--- config.mk ---
export PLATFORM = sky130hd
export DESIGN_NAME = esr_top
export DESIGN_NICKNAME = d
export VERILOG_FILES = /design/src/hw/esr_pkg.sv /design/src/hw/esr_top.sv
export SDC_FILE = /design/constraint.sdc
export NUM_CORES = 1
export LEC_CHECK = 0
export BUFFER_PORTS_ARGS = -buffer_cell sky130_fd_sc_hd__buf_4
export CORE_MARGIN = 2
export CORE_UTILIZATION = 50
export DETAILED_ROUTE_END_ITERATION = 10
export HOLD_SLACK_MARGIN = 0.08
export PLACE_DENSITY = 0.77
export SETUP_SLACK_MARGIN = 0.3
export SKIP_LAST_GASP = 1
export SLEW_MARGIN = 40
export SYNTH_ARGS = -nofsm -noshare
export SYNTH_HDL_FRONTEND = slang
export SYNTH_SLANG_ARGS = --single-unit
--- constraint.sdc ---
create_clock -name mclk -period 3.03 [get_ports mclk]
set_clock_uncertainty 0.1 [all_clocks]
set_input_delay 0.1515 -clock mclk [delete_from_list [all_inputs] [get_ports mclk]]
set_output_delay 0.1515 -clock mclk [all_outputs]
set_load 0.05 [all_outputs]
--- src/hw/esr_pkg.sv ---
/*
  constants for the exception source routing block: register offsets,
  field positions, interrupt numbering, tick divider.
  assumes a single 50 MHz system clock domain.
*/
package esr_pkg;
  localparam int unsigned ADDR_W        = 4;
  localparam int unsigned DATA_W        = 32;
  localparam int unsigned NUM_IRQ       = 13;
  localparam int unsigned NUM_EXT       = 6;
  localparam int unsigned TICK_DIV      = 32;
  localparam int unsigned TICK_DIV_W    = 5;
  localparam int unsigned TICK_W        = 24;

  // register offsets (word index, byte address = 4 * index)
  localparam logic [3:0] OFS_RST_FLAGS  = 4'h0;
  localparam logic [3:0] OFS_NMI_FLAGS  = 4'h1;
  localparam logic [3:0] OFS_RST_CTRL   = 4'h2;
  localparam logic [3:0] OFS_SET_PEND   = 4'h3;
  localparam logic [3:0] OFS_WAKE_A     = 4'h4;
  localparam logic [3:0] OFS_WAKE_B     = 4'h5;
  localparam logic [3:0] OFS_WAKE_SEL   = 4'h6;
  localparam logic [3:0] OFS_PORT_IE    = 4'h7;
  localparam logic [3:0] OFS_TICK_CTRL  = 4'h8;
  localparam logic [3:0] OFS_TICK_LOAD  = 4'h9;
  localparam logic [3:0] OFS_TICK_VAL   = 4'ha;
  localparam logic [3:0] OFS_PENDING    = 4'hb;

  // reset source flag bits
  localparam int unsigned RST_PIN       = 0;
  localparam int unsigned RST_POR       = 1;
  localparam int unsigned RST_WDT       = 2;
  localparam int unsigned RST_SYSREQ    = 3;
  localparam int unsigned RST_LVD       = 4;
  localparam int unsigned RST_N_SRC     = 5;
  // nmi source flag bits
  localparam int unsigned NMI_WDT       = 0;
  localparam int unsigned NMI_LVD       = 1;
  // system reset request bit in the control word
  localparam int unsigned SYSREQ_BIT    = 2;
  // tick control fields
  localparam int unsigned TICK_EN       = 0;
  localparam int unsigned TICK_INTEN    = 1;
  localparam int unsigned TICK_FLAG     = 16;
  // reserved interrupt lines
  localparam logic [12:0] IRQ_RSVD_MASK = 13'h0c00;
  // wake field width per pin: 3 bits on an 8-bit stride, 4 pins in control a, 2 in b
  localparam int unsigned WAKE_FLD_W    = 3;
  localparam int unsigned WAKE_FLD_SP   = 8;

  typedef enum logic [2:0]
  {
    ESR_WAKE_LOW   = 3'b000,
    ESR_WAKE_HIGH  = 3'b001,
    ESR_WAKE_RISE  = 3'b010,
    ESR_WAKE_FALL  = 3'b011,
    ESR_WAKE_BOTH  = 3'b100
  } esr_wake_mode_t;
endpackage

--- src/hw/esr_top.sv ---
/*
  exception source routing: reset and nmi source gathering with sticky
  flags, a tick down-counter on the oscillator clock over 32, and routing
  of interrupt lines straight or through standby wake logic to the core.
  assumes pins and oscillator arrive asynchronous; peripherals are on mclk.
*/
// The placing of the registers and the strobed register port were left to the implementer.
`timescale 1ns/1ns
`default_nettype none

// Summary of operation
// RULE_01 - reset pin low to high raises reset
// RULE_02 - record each reset source in flags
// RULE_03 - system reset request bit causes reset
// RULE_04 - deliver watchdog and lvd nmi, record source
// RULE_05 - enabled tick loads reload then decrements
// RULE_06 - tick at zero raises exception, sets flag
// RULE_07 - tick reference is oscillator over 32
// RULE_08 - highest priority pending request served first
// RULE_09 - non-wake peripheral requests go straight through
// RULE_10 - wake requests pass configured wake logic
// RULE_11 - non-wake pins bypass wake logic
// RULE_12 - set-pending bit acts like hardware request
// RULE_13 - request lines level sensitive, active high
// RULE_14 - disabled pin input reads as high
// RULE_15 - software drives pin low before enabling
// RULE_16 - numbers 0 to 5 are wake-capable pins
// RULE_17 - pins 0-3 in control a, 4-5 in b
// RULE_18 - 6 to 12 serial, reserved, i2c, no wake
// RULE_19 - flags sticky until cleared, reserved lines low
module esr_top
(
  input  wire logic        mclk,           // system clock
  input  wire logic        rst_n,          // synchronous reset
  input  wire logic        clk_en,         // freezes all state when low
  input  wire logic [3:0]  addr,           // register word index
  input  wire logic [31:0] wdata,          // write data
  input  wire logic        wr,             // write strobe
  input  wire logic        rd,             // read strobe
  output logic      [31:0] rdata,          // read data, cycle after rd
  input  wire logic        reset_pin,      // external reset pin level
  input  wire logic        por_req,        // power-on reset request
  input  wire logic        wdt_rst_req,    // watchdog reset request
  input  wire logic        lvd_rst_req,    // low-voltage reset request
  input  wire logic        wdt_nmi_req,    // watchdog nmi request
  input  wire logic        lvd_nmi_req,    // low-voltage nmi request
  input  wire logic        osc_clk,        // selected oscillator clock
  input  wire logic [5:0]  ext_irq_pin,    // external interrupt pins
  input  wire logic        serial0_receive_irq,   // peripheral request
  input  wire logic        serial0_transmit_irq,  // peripheral request
  input  wire logic        serial1_receive_irq,   // peripheral request
  input  wire logic        serial1_transmit_irq,  // peripheral request
  input  wire logic        i2c_channel_zero_irq,  // peripheral request
  input  wire logic        standby,        // core sits in standby
  input  wire logic [12:0] irq_clear,      // core clears forced pending
  output logic             sys_reset,      // reset exception pulse
  output logic             nmi,            // nmi exception pulse
  output logic             tick_exc,       // tick exception pulse
  output logic      [12:0] irq_line,       // request lines to core
  output logic             irq_valid,      // some line is active
  output logic      [3:0]  irq_top,        // lowest-numbered active line
  output logic             wake_up         // standby release
);

  logic [1:0]  pin_rst_s;
  logic        pin_rst_d;
  logic [5:0]  ext_s1;
  logic [5:0]  ext_s2;
  logic [5:0]  ext_d;
  logic [2:0]  osc_s;
  logic [4:0]  div_cnt;
  logic        ref_tick;
  logic [4:0]  reset_source_flags;
  logic [1:0]  nmi_source_flags;
  logic [12:0] set_pend;
  logic [31:0] wake_mode_ctrl_a;
  logic [31:0] wake_mode_ctrl_b;
  logic [5:0]  wake_sel;
  logic [5:0]  port_input_enable_reg;
  logic [1:0]  tick_ctrl;
  logic        tick_flag;
  logic [23:0] tick_load;
  logic [23:0] tick_val;
  logic        tick_run;
  logic [5:0]  ext_lvl;
  logic [5:0]  ext_prev;
  logic [5:0]  wake_hit;
  logic [12:0] raw_irq;
  logic [12:0] next_irq;
  logic        pin_rise;
  logic        sysreq_wr;
  logic        tick_zero;
  logic [31:0] next_rdata;
  logic [3:0]  next_top;

  // pin synchronisers
  always_ff @(posedge mclk)
  begin
    if (clk_en)
    begin
      pin_rst_s <= {pin_rst_s[0], reset_pin};
      ext_s1    <= ext_irq_pin;
      ext_s2    <= ext_s1;
      osc_s     <= {osc_s[1:0], osc_clk};
    end
  end

  always_ff @(posedge mclk)
  begin
    if (!rst_n)
    begin
      pin_rst_d <= 1'b0;
      ext_d     <= 6'h00;
      ext_prev  <= 6'h00;
    end
    else if (clk_en)
    begin
      pin_rst_d <= pin_rst_s[1];
      ext_d     <= ext_s2;
      ext_prev  <= ext_lvl;
    end
  end

  assign pin_rise  = pin_rst_s[1] & ~pin_rst_d;                                 // [RULE_01]
  assign sysreq_wr = wr && (addr == esr_pkg::OFS_RST_CTRL) && wdata[esr_pkg::SYSREQ_BIT]; // [RULE_03]
  // reset and nmi exception pulses
  always_ff @(posedge mclk)
  begin
    if (!rst_n)
    begin
      sys_reset <= 1'b0;
      nmi       <= 1'b0;
    end
    else if (clk_en)
    begin
      sys_reset <= pin_rise | por_req | wdt_rst_req | lvd_rst_req | sysreq_wr; // [RULE_01] [RULE_03]
      nmi       <= wdt_nmi_req | lvd_nmi_req;                                  // [RULE_04]
    end
  end
  // sticky source flags, set wins over write-one clear
  always_ff @(posedge mclk)
  begin
    if (!rst_n)
    begin
      reset_source_flags <= 5'h00;
      nmi_source_flags   <= 2'h0;
    end
    else if (clk_en)
    begin
      reset_source_flags <= (reset_source_flags
                             & ~((wr && addr == esr_pkg::OFS_RST_FLAGS) ? wdata[4:0] : 5'h00))
                            | {lvd_rst_req, sysreq_wr, wdt_rst_req, por_req, pin_rise}; // [RULE_02] [RULE_19]
      nmi_source_flags   <= (nmi_source_flags
                             & ~((wr && addr == esr_pkg::OFS_NMI_FLAGS) ? wdata[1:0] : 2'h0))
                            | {lvd_nmi_req, wdt_nmi_req};                       // [RULE_04] [RULE_19]
    end
  end
  // reference tick: oscillator rising edges divided by 32
  always_ff @(posedge mclk)
  begin
    if (!rst_n)
      div_cnt <= 5'h00;
    else if (clk_en && osc_s[1] && !osc_s[2])
      div_cnt <= div_cnt + 5'h01;                                              // [RULE_07]
  end
  assign ref_tick = clk_en && osc_s[1] && !osc_s[2] && (div_cnt == 5'(esr_pkg::TICK_DIV - 1)); // [RULE_07]
  // configuration registers
  always_ff @(posedge mclk)
  begin
    if (!rst_n)
    begin
      wake_mode_ctrl_a      <= 32'h00000000;
      wake_mode_ctrl_b      <= 32'h00000000;
      wake_sel              <= 6'h00;
      port_input_enable_reg <= 6'h00;
      tick_ctrl             <= 2'h0;
      tick_load             <= 24'h000000;
    end
    else if (clk_en && wr)
    begin
      unique case (addr)
        esr_pkg::OFS_WAKE_A:    wake_mode_ctrl_a      <= wdata;                // [RULE_17]
        esr_pkg::OFS_WAKE_B:    wake_mode_ctrl_b      <= {16'h0000, wdata[15:0]}; // [RULE_17]
        esr_pkg::OFS_WAKE_SEL:  wake_sel              <= wdata[5:0];
        esr_pkg::OFS_PORT_IE:   port_input_enable_reg <= wdata[5:0];
        esr_pkg::OFS_TICK_CTRL: tick_ctrl             <= wdata[1:0];
        esr_pkg::OFS_TICK_LOAD: tick_load             <= wdata[23:0];
        default:                ;
      endcase
    end
  end
  // tick counter
  assign tick_zero = tick_run && ref_tick && (tick_val == 24'h000001);
  always_ff @(posedge mclk)
  begin
    if (!rst_n)
    begin
      tick_val  <= 24'h000000;
      tick_run  <= 1'b0;
      tick_flag <= 1'b0;
      tick_exc  <= 1'b0;
    end
    else if (clk_en)
    begin
      tick_run <= tick_ctrl[esr_pkg::TICK_EN];
      if (!tick_ctrl[esr_pkg::TICK_EN])
        tick_val <= tick_val;
      else if (!tick_run || (ref_tick && tick_val == 24'h000000))
        tick_val <= tick_load;                                                 // [RULE_05]
      else if (ref_tick)
        tick_val <= tick_val - 24'h000001;                                     // [RULE_05]
      if (tick_zero)
        tick_flag <= 1'b1;                                                     // [RULE_06]
      else if (rd && addr == esr_pkg::OFS_TICK_CTRL)
        tick_flag <= 1'b0;
      tick_exc <= tick_zero && tick_ctrl[esr_pkg::TICK_INTEN];                 // [RULE_06]
    end
  end
  // pin level with input enable, disabled pin reads high
  assign ext_lvl = ext_d | ~port_input_enable_reg;                             // [RULE_14]
  // wake detection per pin
  generate
    for (genvar i = 0; i < 6; i++)
    begin : g_wake
      logic [2:0] mode;
      if (i < 4)
        assign mode = wake_mode_ctrl_a[i*esr_pkg::WAKE_FLD_SP +: esr_pkg::WAKE_FLD_W]; // [RULE_17]
      else
        assign mode = wake_mode_ctrl_b[(i-4)*esr_pkg::WAKE_FLD_SP +: esr_pkg::WAKE_FLD_W]; // [RULE_17]
      always_comb
      begin
        unique case (mode)
          esr_pkg::ESR_WAKE_LOW:  wake_hit[i] = ~ext_lvl[i];                   // [RULE_16]
          esr_pkg::ESR_WAKE_HIGH: wake_hit[i] = ext_lvl[i];
          esr_pkg::ESR_WAKE_RISE: wake_hit[i] = ext_lvl[i] & ~ext_prev[i];
          esr_pkg::ESR_WAKE_FALL: wake_hit[i] = ~ext_lvl[i] & ext_prev[i];
          esr_pkg::ESR_WAKE_BOTH: wake_hit[i] = ext_lvl[i] ^ ext_prev[i];
          default:                wake_hit[i] = 1'b0;
        endcase
      end
    end
  endgenerate
  // routing: wake pins through wake logic, others direct
  assign raw_irq = {i2c_channel_zero_irq, 2'b00, serial1_transmit_irq, serial1_receive_irq,
                    serial0_transmit_irq, serial0_receive_irq,
                    (wake_sel & wake_hit) | (~wake_sel & ext_lvl)};            // [RULE_09] [RULE_10] [RULE_11] [RULE_18]
  assign next_irq = (raw_irq | set_pend) & ~esr_pkg::IRQ_RSVD_MASK;            // [RULE_12] [RULE_19]
  // forced pending, set wins over clear
  always_ff @(posedge mclk)
  begin
    if (!rst_n)
      set_pend <= 13'h0000;
    else if (clk_en)
      set_pend <= (set_pend & ~irq_clear)
                  | ((wr && addr == esr_pkg::OFS_SET_PEND) ? wdata[12:0] : 13'h0000); // [RULE_12]
  end
  always_comb
  begin
    next_top = 4'h0;
    for (int k = 12; k >= 0; k--)
      if (next_irq[k])
        next_top = 4'(k);                                                      // [RULE_08]
  end

  always_ff @(posedge mclk)
  begin
    if (!rst_n)
    begin
      irq_line  <= 13'h0000;
      irq_valid <= 1'b0;
      irq_top   <= 4'h0;
      wake_up   <= 1'b0;
    end
    else if (clk_en)
    begin
      irq_line  <= next_irq;                                                   // [RULE_13]
      irq_valid <= |next_irq;
      irq_top   <= next_top;                                                   // [RULE_08]
      wake_up   <= standby && |(wake_sel & wake_hit);                          // [RULE_10]
    end
  end
  // register read port
  always_comb
  begin
    next_rdata = 32'h00000000;
    unique case (addr)
      esr_pkg::OFS_RST_FLAGS:  next_rdata = {27'h0, reset_source_flags};
      esr_pkg::OFS_NMI_FLAGS:  next_rdata = {30'h0, nmi_source_flags};
      esr_pkg::OFS_SET_PEND:   next_rdata = {19'h0, set_pend};
      esr_pkg::OFS_WAKE_A:     next_rdata = wake_mode_ctrl_a;
      esr_pkg::OFS_WAKE_B:     next_rdata = wake_mode_ctrl_b;
      esr_pkg::OFS_WAKE_SEL:   next_rdata = {26'h0, wake_sel};
      esr_pkg::OFS_PORT_IE:    next_rdata = {26'h0, port_input_enable_reg};
      esr_pkg::OFS_TICK_CTRL:  next_rdata = {15'h0, tick_flag, 14'h0, tick_ctrl};
      esr_pkg::OFS_TICK_LOAD:  next_rdata = {8'h0, tick_load};
      esr_pkg::OFS_TICK_VAL:   next_rdata = {8'h0, tick_val};
      esr_pkg::OFS_PENDING:    next_rdata = {19'h0, irq_line};
      default:                 next_rdata = 32'h00000000;
    endcase
  end
  always_ff @(posedge mclk)
  begin
    if (!rst_n)
      rdata <= 32'h00000000;
    else if (clk_en)
      rdata <= rd ? next_rdata : 32'h00000000;
  end
endmodule

`default_nettype wire

---- Word level (Yosys, flattened, before mapping) ----
Cells that the tools add are included.
operators by class
  add/subtract/negate cells ............... 2
  equal/unequal tests ..................... 37
  muxes and demuxes ....................... 26
  bitwise logic cells ..................... 53
  reductions and logical operators ........ 38
operator list
  cell                   count
  $pmux 32 s11           1
  $mux 24                2
  $mux 4                 11
  $eq 3x2->1 const B     12
  $mux 32                1
  $pmux 1 s5             6
  $or 13x13->13          2
  $eq 24x1->1 const B    1
  $logic_not 24->1       1
  $sub 24x1->24 const B  1
  $eq 3x1->1 const B     6
  $eq 3x3->1 const B     6
  $logic_not 3->1        6
  $eq 4x3->1 const B     4
  $eq 4x4->1 const B     4
  $logic_and 1x1->1      15
  $reduce_and 2->1       7
  $and 1x1->1            13
  $and 13x13->13         1
  $mux 13                1
  $not 1->1              13
  $not 13->13            1
  $and 6x6->6            2
  $not 6->6              2
  other kinds (23)       37
word-level totals
  register bits after elaboration ......... 219
  input bits .............................. 73
  output and inout bits ................... 54

---- Logic depth before layout (Yosys ltp) ----
Gate-level depths: netlist of the first run.
  depth in word-level cells ............... 19
  mapped depth ............................ 10
  depth with buffers taken out ............ 9

---- Worst setup path after synthesis of the first run ----
Ideal clock, no wire load.
  path type ............................... flip-flop to flip-flop
  start ................................... reg tick_val[0]
  end ..................................... reg tick_val[20]
  library setup time ...................... 0.135 ns
  arrival ................................. 2.575 ns
  required time ........................... 2.795 ns
  slack ................................... 0.219 ns
  cell stages (with the launch flop) ...... 11
  path buffers ............................ 2
  period minus slack after synthesis ...... 2.811 ns
  cells stage by stage .................... dfxtp_1 inv_1 ha_1 or4b_4 or4_1 buf_2 o31ai_4 buf_6 nand2_2 o221ai_1 a21oi_1
between the ends
  longest elaborated chain between the ends .. 5
  elaborated cells on any way between the ends .. 8
  those cells by class .................... 1 x add/sub; 2 x mux; 5 x reduce/logical
RTL lines
  what                                                   line            source
  start: declaration                                     esr_top.sv:83   logic [23:0] tick_val;
  start signal: assignment                               esr_top.sv:207  tick_val <= tick_val;
  start signal: assignment                               esr_top.sv:209  tick_val <= tick_load;
  start signal: assignment                               esr_top.sv:211  tick_val <= tick_val - 24'h000001;
  branches (longest 5 deep; another with $sub 24x1->24)  --
Parallel ways; which one is timed is not known. The select of a mux whose other input is x is not followed.
A chain may end at the register's enable or synchronous reset.

---- Worst setup path in the final report of the first run ----
  start ................................... reg tick_val[1]
  end ..................................... reg tick_val[11]
Same word-level chain as after synthesis.

==> impl_summary.log, run 1 <==
INFO  metric status = completed
INFO  metric layout-area-overhead-vs-synth = 28.99%
INFO  metric h_tree_level_count = 1
INFO  metric worst_hold_startpoint = addr[1]
INFO  metric cts_buffer_depth = 3
INFO  metric synth_edf_count = 17
INFO  metric cts_root_buf = sky130_fd_sc_hd__clkbuf_16
INFO  metric average_footprint_of_a_synthesized_cell = 8.211 um2
INFO  metric placement.cell_area = 11,100 um2
INFO  metric port_buffers = 124
INFO  metric critical_path_peak_fanout = 6
INFO  metric post_drt_via_cell_ratio = 5.990
INFO  metric worstPathRequired = 3.34 ns
INFO  metric synth_cell_types = 73
INFO  metric maxClockFrequency = 367.6 MHz
INFO  metric setup_total_negative_slack = 0 ns
INFO  metric register_area = 4562 um2
INFO  metric cts_num_sinks = 219
INFO  metric post-dp-hpwl = 20.22 mm
INFO  metric ys_async_sr_fraction = 0%
INFO  metric clkSlewWorstSetupHoldPaths = 0.07 ns
INFO  metric seq_area_frac_synth = 45.99%
INFO  metric timing.critical_path.slowest_stage_cell = sky130_fd_sc_hd__or4_4
INFO  metric multiInputGateArea = 4970 um2
INFO  metric netlist_area = 9902 um2
INFO  metric sw_frac_of_total = 23.40%
INFO  metric tritoncts = yes
INFO  metric worstPathArrival = 3.03 ns
INFO  metric synthXorXnorAreaFrac = 0.3538%
INFO  metric yosys_warnings = 0
INFO  metric synth-compound-area-share = 23.28%
INFO  metric power_density = 520.1 nW/um2
INFO  metric rows = 51
INFO  metric synth_top_family_by_area = compound AO/OA/AOI/OAI gates
INFO  metric combPwrFrac = 7.9%
INFO  metric cell_internal_pwr = 5088 uW
INFO  metric synth_fa_ha_area_share = 1.643%
INFO  metric antenna_found_initial = 0
INFO  metric post_drt_wl_per_cell = 18.81 um
INFO  metric start_kind = flop
INFO  metric layout-drive-gt1-share = 16.30%
INFO  metric p_leak = 0.004726 uW
INFO  metric cts_made_buffers = 24
INFO  metric grtUsageTotal = 29.24%
INFO  metric hold_path.class = primary input to flop
INFO  metric r2r.worst_path.cells = 9
INFO  metric ir_drop = 0.3633 mV
INFO  metric drc = 0
INFO  metric worst_skew_pair.late_latency = 0.52 ns
INFO  metric drt_wl_total = 31.30 mm
INFO  metric routed-via-count = 9,968
INFO  metric critical_path.startpoint = tick_val[1]$_SDFFE_PN0P_
INFO  metric number_of_setup_violations_in_the_final_report = 0
INFO  metric diodes = 0
INFO  metric max_cap_violations = 0
INFO  metric worstSetupEndpointType = flop
INFO  metric die_area = 20,950 um2
INFO  metric power_frac_clock = 46.6%
INFO  metric vias_in_the_first_global_route = 9,268
INFO  metric register_bit_total_from_synthesis = 219
INFO  metric nets = 1,468
INFO  metric slew_viol_final = 0
INFO  metric worst_pin_slew = 0.8175 ns
INFO  metric chipWidth = 144.7 um
INFO  metric violation_count_after_the_first_detailed_route_iteration = 1,022
INFO  metric power.net_switching = 1554 uW
INFO  metric global_route.overflow_total = 0
INFO  metric gp_congestion = 0.9334
INFO  metric synth_ff_type = sky130_fd_sc_hd__dfxtp_1
INFO  metric io_pins = 127
INFO  metric synthCells = 1,206
INFO  metric crit_end = tick_val[11]$_SDFFE_PN0P_
INFO  metric pwr-share-seq = 45.5%
INFO  metric muxShareOfSynthArea = 3.134%
INFO  metric r2r_start = tick_val[1]$_SDFFE_PN0P_
INFO  metric placeableCoreArea = 19,460 um2
INFO  metric first_pass_iteration_count_of_the_detailed_router = 5
INFO  metric design_area = 12,770 um2
INFO  metric worst_path_largest_cell_delay = 0.59 ns
INFO  metric critical_path.cell_chain = inv_4 -> ha_4 -> or4b_4 -> or4_4 -> o31ai_4 -> buf_6 -> or4_1 -> a21oi_1 -> a31o_1
INFO  metric top_registers = rdata x32, wake_mode_ctrl_a x32
INFO  metric timing.final.hold_violations = 0
INFO  metric pin_count_of_the_biggest_net_entering_global_routing = 77
INFO  metric r2r_slack = 0.31 ns
INFO  metric initial_core_util = 50.88%
INFO  metric postRouteAntennaNets = 0
INFO  metric timing_worst_setup_path_type = flop to flop
INFO  metric layout_worst_path_cycle_share = 89.77%
INFO  metric die-height = 144.7 um
INFO  metric grt_pass1_wl = 48.43 mm
INFO  metric synth-simple-area-share = 21.13%
INFO  metric rsz0062_at_grt = true
INFO  metric slew_headroom = 45.30%
INFO  metric period_minus_slack = 2.720 ns
INFO  metric regToRegEndpoint = tick_val[11]$_SDFFE_PN0P_
INFO  metric n_fill_cell = 1,569
==> metrics by stage <==
stage	hold WS (ns)	setup slack [ns]	total power, uW	std cells	utilization [%]
6_report	0.1666	0.3099	6642	1664	65.63
5_1_grt	0.1884	0.2331	6832	1664	65.63
4_1_cts	0.1392	0.3205	6649	1658	65.24
3_5_place_dp	0.2308	0.1829	3520	1540	57.04
3_3_place_gp	0.2296	0.2467	3513	1540	57.04
2_1_floorplan	0.1504	0.3246	3319	1207	-
==> placed cells by master (no fill, tap or decap), types with 7 or more instances in the layout <==
| master | n |
|---|---|
| sky130_fd_sc_hd__nand2_1 | 215 |
| sky130_fd_sc_hd__dfxtp_1 | 200 |
| sky130_fd_sc_hd__buf_4 | 156 |
| sky130_fd_sc_hd__a21oi_1 | 141 |
| sky130_fd_sc_hd__nor2_1 | 128 |
| sky130_fd_sc_hd__dlygate4sd3_1 | 74 |
| sky130_fd_sc_hd__a22oi_1 | 71 |
| sky130_fd_sc_hd__o21ai_0 | 32 |
| sky130_fd_sc_hd__mux2i_1 | 31 |
| sky130_fd_sc_hd__clkbuf_16 | 25 |
| sky130_fd_sc_hd__a211oi_1 | 23 |
| sky130_fd_sc_hd__nor3_1 | 23 |
| sky130_fd_sc_hd__inv_1 | 19 |
| sky130_fd_sc_hd__nand3_1 | 18 |
| sky130_fd_sc_hd__edfxtp_1 | 17 |
| sky130_fd_sc_hd__nor4_1 | 16 |
| sky130_fd_sc_hd__a31oi_1 | 14 |
| sky130_fd_sc_hd__nor2b_1 | 13 |
| sky130_fd_sc_hd__ha_1 | 12 |
| sky130_fd_sc_hd__nand2b_1 | 10 |
| sky130_fd_sc_hd__a32oi_1 | 10 |
| sky130_fd_sc_hd__or3_1 | 10 |
| sky130_fd_sc_hd__clkinv_2 | 8 |
| sky130_fd_sc_hd__o211ai_1 | 7 |
==> area by class of cell <==
type / count / area share, %
clock inverters: 13 / 1.322
well taps: 265 / 2.596
inverters: 22 / 0.7053
clock buffers: 30 / 5.202
repair buffers: 235 / 15.55
multi-input cells: 880 / 38.91
flip-flops and latches: 219 / 35.72
==> layer usage <==
layer	track usage, %	part of all wire (%)
met1	38.81	42
met4	11.91	4.3
met2	47.59	45
met5	0	0
met3	4.936	8.6
==> synthesized netlist by cell type, types with 5 or more instances <==
library cell | number | area [um2]
sky130_fd_sc_hd__nor4_1 | 16 | 100.1
sky130_fd_sc_hd__nor3b_1 | 5 | 37.54
sky130_fd_sc_hd__a22oi_1 | 71 | 533.0
sky130_fd_sc_hd__inv_1 | 22 | 82.58
sky130_fd_sc_hd__or4_1 | 6 | 45.04
sky130_fd_sc_hd__a21oi_1 | 141 | 705.7
sky130_fd_sc_hd__nor2b_1 | 13 | 81.33
sky130_fd_sc_hd__ha_1 | 13 | 162.7
sky130_fd_sc_hd__edfxtp_1 | 17 | 510.5
sky130_fd_sc_hd__o21bai_1 | 6 | 45.04
sky130_fd_sc_hd__dfxtp_1 | 202 | 4044
sky130_fd_sc_hd__nand3b_1 | 5 | 37.54
sky130_fd_sc_hd__buf_1 | 10 | 37.54
sky130_fd_sc_hd__a21o_1 | 5 | 37.54
sky130_fd_sc_hd__o211ai_1 | 7 | 52.55
sky130_fd_sc_hd__nand2b_1 | 10 | 62.56
sky130_fd_sc_hd__a32oi_1 | 10 | 87.58
sky130_fd_sc_hd__nand2_1 | 215 | 807.0
sky130_fd_sc_hd__a222oi_1 | 5 | 50.05
sky130_fd_sc_hd__or3_1 | 10 | 62.56
sky130_fd_sc_hd__clkbuf_1 | 67 | 251.5
sky130_fd_sc_hd__a31oi_1 | 14 | 87.58
sky130_fd_sc_hd__nand3_1 | 18 | 90.09
sky130_fd_sc_hd__o21ai_0 | 32 | 160.2
sky130_fd_sc_hd__nor3_1 | 27 | 135.1
sky130_fd_sc_hd__a211oi_1 | 23 | 172.7
sky130_fd_sc_hd__nor2_1 | 128 | 480.5
sky130_fd_sc_hd__mux2i_1 | 31 | 310.3
==> worst min-delay path by stage <==
stage,to,depth (start not counted)
after floorplan,ext_s1[0]$_DFFE_PP_,0
after global placement,ext_s1[0]$_DFFE_PP_,1
after detailed placement,ext_s1[3]$_DFFE_PP_,1
after CTS,rdata[1]$_SDFFE_PN0P_,4
after global routing,rdata[1]$_SDFFE_PN0P_,4
final,rdata[1]$_SDFFE_PN0P_,4
==> cell families (layout without fill, tap and decap cells) <==
| group | count (synthesis) | after routing |
|---|---|---|
| DFF | 219 | 219 |
| xor gates and xnor gates | 4 | 4 |
| muxes | 31 | 31 |
| and+or+nand+nor | 474 | 474 |
| other | 1 | 2 |
| AOI/OAI and AO/OA | 356 | 356 |
| buffers and inverters | 108 | 300 |
| adders and majority gates | 13 | 13 |
==> repair_timing <==
| item | CTS | global route |
|---|---|---|
| hold buffers | 74 | 0 |
| setup buffers | 0 | 4 |
| cloned | 1 | 2 |
| gates resized for setup | 4 | 15 |
| pin swaps | 2 | 10 |
| setup endpoints to repair | 16 | 23 |
| hold endpoints to repair | 149 | 0 |
==> worst max-delay path, delay by kind of cell, from the launching register on <==
family,cells,cell delay [ns]
AND/OR/NAND/NOR,3,1.19
AO/OA/AOI/OAI,3,0.58
flip-flops,1,0.36
buffers and inverters,2,0.25
adder cells (fa/ha/maj),1,0.13
==> power by group through the flow <==
| stage | clock [uW] | sequential [uW] | combinational (uW) |
|---|---|---|---|
| detailed placement | 0 | 3090 | 434 |
| finish | 3090 | 3020 | 527 |
| floorplan | 0 | 3120 | 199 |
| global placement | 0 | 3080 | 428 |
| CTS | 3110 | 3020 | 515 |
| global route | 3240 | 3030 | 561 |
No activity file was read; power rests on OpenSTA's default activity.
==> inputs of run 2 (changes only) <==
--- a/config.mk
+++ b/config.mk
@@ -9,7 +9,6 @@
 export CORE_MARGIN = 2
 export CORE_UTILIZATION = 50
 export DETAILED_ROUTE_END_ITERATION = 10
-export HOLD_SLACK_MARGIN = 0.08
 export PLACE_DENSITY = 0.77
 export SETUP_SLACK_MARGIN = 0.3
 export SKIP_LAST_GASP = 1
==> constraint.sdc (replaced) <==
create_clock -name mclk -period 3.03 [get_ports mclk]
set_clock_uncertainty 0.1 [all_clocks]
set_input_delay 0.303 -clock mclk [delete_from_list [all_inputs] [get_ports mclk]]
set_output_delay 0.303 -clock mclk [all_outputs]
set_load 0.05 [all_outputs]
==> impl_summary.log, run 2 (same netlist as run 1, synthesis figures left out) <==
INFO  metric status = completed
INFO  metric io_pins = 127
INFO  metric first_pass_iteration_count_of_the_detailed_router = 6
INFO  metric worst_pin_slew = 0.8050 ns
INFO  metric chipWidth = 144.7 um
INFO  metric grtUsageTotal = 29.11%
INFO  metric critPathBufInv = 4
INFO  metric post_drt_via_cell_ratio = 5.996
INFO  metric die-height = 144.7 um
INFO  metric global_route.overflow_total = 0
INFO  metric grt_pass1_wl = 48.10 mm
INFO  metric gp_congestion = 0.9384
INFO  metric routed-via-count = 9,833
INFO  metric critical_path_peak_fanout = 10
INFO  metric cts_buffer_depth = 3
INFO  metric diodes = 0
INFO  metric layout-area-overhead-vs-synth = 26.61%
INFO  metric critical-path-top-delay-family = simple AND/OR/NAND/NOR gates
INFO  metric start_kind = flop
INFO  metric antenna_found_initial = 0
INFO  metric worstPathRequired = 3.39 ns
INFO  metric setup_total_negative_slack = 0 ns
INFO  metric port_buffers = 124
INFO  metric worstSetupEndpointType = flop
INFO  metric die_area = 20,950 um2
INFO  metric drt_wl_total = 30.90 mm
INFO  metric p_leak = 0.004637 uW
INFO  metric drc = 0
INFO  metric maxClockFrequency = 374.5 MHz
INFO  metric layout_setup_ws = 0.3597 ns
INFO  metric utilization = 64.42%
INFO  metric postRouteAntennaNets = 0
INFO  metric max_cap_violations = 0
INFO  metric number_of_setup_violations_in_the_final_report = 0
INFO  metric cts_num_sinks = 219
INFO  metric worst_skew_pair.late_latency = 0.53 ns
INFO  metric period_minus_slack = 2.670 ns
INFO  metric layout.cells.most_common = sky130_fd_sc_hd__nand2_1
INFO  metric layout_worst_path_cycle_share = 88.13%
INFO  metric top_registers = rdata x32, wake_mode_ctrl_a x32
INFO  metric clkSlewWorstSetupHoldPaths = 0.06 ns
INFO  metric worstPathArrival = 3.03 ns
INFO  metric p_total = 6480 uW
INFO  metric power_density = 516.8 nW/um2
INFO  metric layout-drive-gt1-share = 16.80%
INFO  metric tritoncts = yes
INFO  metric initial_core_util = 50.88%
INFO  metric violation_count_after_the_first_detailed_route_iteration = 922
INFO  metric cts_made_buffers = 24
INFO  metric slew_viol_final = 0
INFO  metric rsz0062_at_grt = false
INFO  metric vias_in_the_first_global_route = 9,052
INFO  metric dp_worst_setup_slack = 0.1698 ns
INFO  metric slew_headroom = 45.58%
INFO  metric h_tree_level_count = 1
INFO  metric nets = 1,443
INFO  metric ir_drop = 0.4567 mV
INFO  metric r2r_slack = 0.36 ns
INFO  metric post-dp-hpwl = 20.45 mm
INFO  metric pin_count_of_the_biggest_net_entering_global_routing = 78
INFO  metric placeableCoreArea = 19,460 um2
INFO  metric timing.final.hold_violations = 0
INFO  metric rows = 51
INFO  metric most-common-layout-cells = sky130_fd_sc_hd__nand2_1, sky130_fd_sc_hd__dfxtp_1, sky130_fd_sc_hd__buf_4
INFO  metric timing_worst_setup_path_type = flop to flop
INFO  metric hold_path.class = primary input to flop
INFO  metric cts_root_buf = sky130_fd_sc_hd__clkbuf_16
INFO  metric worst_path_largest_cell_delay = 0.48 ns
INFO  metric timing.critical_path.slowest_stage_cell = sky130_fd_sc_hd__or4_4
INFO  metric critical_path.cell_chain = inv_2 -> ha_4 -> or4b_4 -> or4_4 -> o31ai_4 -> buf_12 -> buf_6 -> buf_16 -> nand2_1 -> a21oi_1 -> a31o_1
INFO  metric post_drt_wl_per_cell = 18.84 um
## run 2: cell type report
type,count,area [um2]
clock buffers,30,643.1
flip-flops and latches,219,4556
clock inverters,14,161.4
multi-input cells,880,4974
repair buffers,210,1784
fillers,1644,6925
inverters,22,87.58
well taps,265,331.6
## run 2: worst min-delay path: cells and delay by family
| kind | cells | cell delay (ns) |
|---|---|---|
| and+or+nand+nor | 2 | 0.12 |
| buffers and inverters | 1 | 0.11 |
| AOI/OAI and AO/OA | 1 | 0.05 |
## run 2: final timing paths
kind	start	cells past startpoint	end
setup / recovery	tick_val[1]$_SDFFE_PN0P_	11	tick_val[11]$_SDFFE_PN0P_
setup reg to reg	tick_val[1]$_SDFFE_PN0P_	11	tick_val[11]$_SDFFE_PN0P_
hold / removal	irq_clear[12]	4	set_pend[12]$_SDFFE_PN0P_
hold reg to reg	ext_s1[1]$_DFFE_PP_	0	ext_s2[1]$_DFFE_PP_
## run 2: stage by stage
stage | hold slack, ns | instances | cell area, um2
detailed placement | 0.3045 | 1542 | 11130
CTS | 0.003374 | 1634 | 12440
finish | 0.009202 | 1640 | 12540
global route | 0.005571 | 1640 | 12540
global placement | 0.3022 | 1542 | 11130
floorplan | 0.3003 | 1207 | 9931
## run 2: power by group
group          switching [uW]  internal, uW
combinational             299           193
clock                    1190          1770
sequential               47.0          2980
total                    1540          4940
## run 2: what timing repair did
item                                   4_1_cts  5_1_grt
resized for setup                            4       11
endpoints found under the hold margin       87        0
hold buffers                                45        0
pin swaps                                    2        1
cloned                                       1        3
setup endpoints to repair                   21       28
buffers inserted                             2        3
## run 2: metal layers
layer	up-vias	wire [um]	global-route usage (%)	part of all wire [%]
met3	71	2496	5.364	8.1
met2	469	14110	47.37	46
li1	4622	-	-	-
met1	4671	13350	38.99	43
met5	-	0	0	0
met4	0	941	10.22	3.0
==> inputs of run 3 (changes only) <==
--- a/config.mk
+++ b/config.mk
@@ -6,9 +6,11 @@
 export NUM_CORES = 1
 export LEC_CHECK = 0
 export BUFFER_PORTS_ARGS = -buffer_cell sky130_fd_sc_hd__buf_4
+export CAP_MARGIN = 20
 export CORE_MARGIN = 2
 export CORE_UTILIZATION = 50
 export DETAILED_ROUTE_END_ITERATION = 10
+export HOLD_SLACK_MARGIN = 0.08
 export PLACE_DENSITY = 0.77
 export SETUP_SLACK_MARGIN = 0.3
 export SKIP_LAST_GASP = 1
==> impl_summary.log, run 3 (same netlist as run 1, synthesis figures left out) <==
INFO  metric status = completed
INFO  metric worstPathRequired = 3.34 ns
INFO  metric vias_in_the_first_global_route = 9,135
INFO  metric top_registers = rdata x32, wake_mode_ctrl_a x32
INFO  metric worst_skew_pair.late_latency = 0.53 ns
INFO  metric ir_drop = 0.4398 mV
INFO  metric max_cap_violations = 0
INFO  metric worstSetupEndpointType = flop
INFO  metric pin_count_of_the_biggest_net_entering_global_routing = 78
INFO  metric antenna_found_initial = 0
INFO  metric number_of_setup_violations_in_the_final_report = 0
INFO  metric post_drt_via_cell_ratio = 5.944
INFO  metric postRouteAntennaNets = 0
INFO  metric worst_pin_slew = 0.8152 ns
INFO  metric worst_path_largest_cell_delay = 0.48 ns
INFO  metric most-common-layout-cells = sky130_fd_sc_hd__nand2_1, sky130_fd_sc_hd__dfxtp_1, sky130_fd_sc_hd__buf_4
INFO  metric timing.critical_path.slowest_stage_cell = sky130_fd_sc_hd__or4_4
INFO  metric rows = 51
INFO  metric critical_path.cell_chain = inv_2 -> ha_4 -> or4b_4 -> or4_4 -> o31ai_4 -> buf_12 -> buf_12 -> or4_1 -> a21oi_1 -> a31o_1
INFO  metric maxClockFrequency = 375.8 MHz
INFO  metric met1_usage = 39.39%
INFO  metric post-dp-hpwl = 20.45 mm
INFO  metric layout_worst_path_cycle_share = 87.81%
INFO  metric drt_wl_total = 31.19 mm
INFO  metric layout-drive-gt1-share = 16.57%
INFO  metric critPathBufInv = 3
INFO  metric tritoncts = yes
INFO  metric rsz0062_at_grt = false
INFO  metric critical_path_peak_fanout = 6
INFO  metric drc = 0
INFO  metric global_route.overflow_total = 0
INFO  metric chipWidth = 144.7 um
INFO  metric start_kind = flop
INFO  metric layout_setup_ws = 0.3693 ns
INFO  metric fin_hold_ws = 0.08944 ns
INFO  metric diodes = 0
INFO  metric post_drt_wl_per_cell = 18.80 um
INFO  metric use_met3 = 5.265%
INFO  metric grt_pass1_wl = 48.56 mm
INFO  metric setup_total_negative_slack = 0 ns
INFO  metric number_of_placed_instances_taps_included = 1,542
INFO  metric die-height = 144.7 um
INFO  metric routed-via-count = 9,861
INFO  metric final_cells = 1,659
INFO  metric die_area = 20,950 um2
INFO  metric slew_viol_final = 0
INFO  metric cts_made_buffers = 24
INFO  metric violation_count_after_the_first_detailed_route_iteration = 981
INFO  metric clkSlewWorstSetupHoldPaths = 0.06 ns
INFO  metric timing_worst_setup_path_type = flop to flop
INFO  metric hold_path.class = primary input to flop
INFO  metric power_density = 510.8 nW/um2
INFO  metric port_buffers = 124
INFO  metric h_tree_level_count = 1
INFO  metric p_leak = 0.004715 uW
INFO  metric layout.cells.most_common = sky130_fd_sc_hd__nand2_1
INFO  metric dp_worst_setup_slack = 0.1698 ns
INFO  metric utilization = 65.39%
INFO  metric worstPathArrival = 2.97 ns
INFO  metric layout-area-overhead-vs-synth = 28.53%
INFO  metric period_minus_slack = 2.661 ns
INFO  metric worst_path_most_repeated_cell = sky130_fd_sc_hd__buf_12
INFO  metric gp_congestion = 0.9384
INFO  metric timing.final.hold_violations = 0
INFO  metric io_pins = 127
INFO  metric slew_headroom = 44.89%
INFO  metric cts_root_buf = sky130_fd_sc_hd__clkbuf_16
INFO  metric grtUsageTotal = 29.38%
INFO  metric grt_busiest_layer = met2
INFO  metric met2_usage = 47.79%
INFO  metric critical-path-top-delay-family = simple AND/OR/NAND/NOR gates
INFO  metric nets = 1,462
INFO  metric placeableCoreArea = 19,460 um2
INFO  metric initial_core_util = 50.88%
INFO  metric cts_buffer_depth = 3
INFO  metric cts_num_sinks = 219
INFO  metric first_pass_iteration_count_of_the_detailed_router = 5
run 3: where the power goes:
part / total [uW] / internal (uW) / switching, uW
registers: 3020 / 2980 / 46.9
clock network: 2960 / 1770 / 1190
logic: 514 / 210 / 304
run 3: per-stage QoR:
| stage | cell area [um2] | power [uW] |
|---|---|---|
| floorplan | 9931 | 3319 |
| global placement | 11130 | 3516 |
| detailed placement | 11130 | 3522 |
| CTS | 12630 | 6527 |
| global route | 12730 | 6699 |
| finish | 12730 | 6501 |
run 3: final timing paths:
| kind | cells after the start | endpoint | slack [ns] | start |
|---|---|---|---|---|
| setup / recovery | 10 | tick_val[11]$_SDFFE_PN0P_ | 0.37 | tick_val[1]$_SDFFE_PN0P_ |
| setup reg to reg | 10 | tick_val[11]$_SDFFE_PN0P_ | 0.37 | tick_val[1]$_SDFFE_PN0P_ |
| hold / removal | 3 | wake_up$_SDFFE_PN0P_ | 0.09 | standby |
| hold reg to reg | 0 | ext_s2[1]$_DFFE_PP_ | 0.32 | ext_s1[1]$_DFFE_PP_ |
run 3: layout make-up:
class,count,area (um2)
Multi-Input combinational cell,880,4974
Clock buffer,30,643.1
Inverter,22,87.58
Sequential cell,219,4556
Clock inverter,14,161.4
Timing Repair Buffer,229,1974
Fill cell,1607,6735
Tap cell,265,331.6
run 3: what timing repair did:
item                       CTS  global route
cloned                       1             3
pin swaps                    2             1
hold endpoints to repair   123             0
gates resized for setup      4            11
hold buffers                64             0
buffers inserted             2             3
setup endpoints to repair   21            28
run 3: routing by layer:
layer	vias to the layer above	routed length, um
met3	76	2568
li1	4653	-
met2	462	14310
met4	0	960
met1	4670	13350
met5	-	0
run 3: tightest hold or removal path, cell delays in order:
cell and delay, ns:
sky130_fd_sc_hd__buf_4 0.11, sky130_fd_sc_hd__mux2i_1 0.16, sky130_fd_sc_hd__a311oi_1 0.08
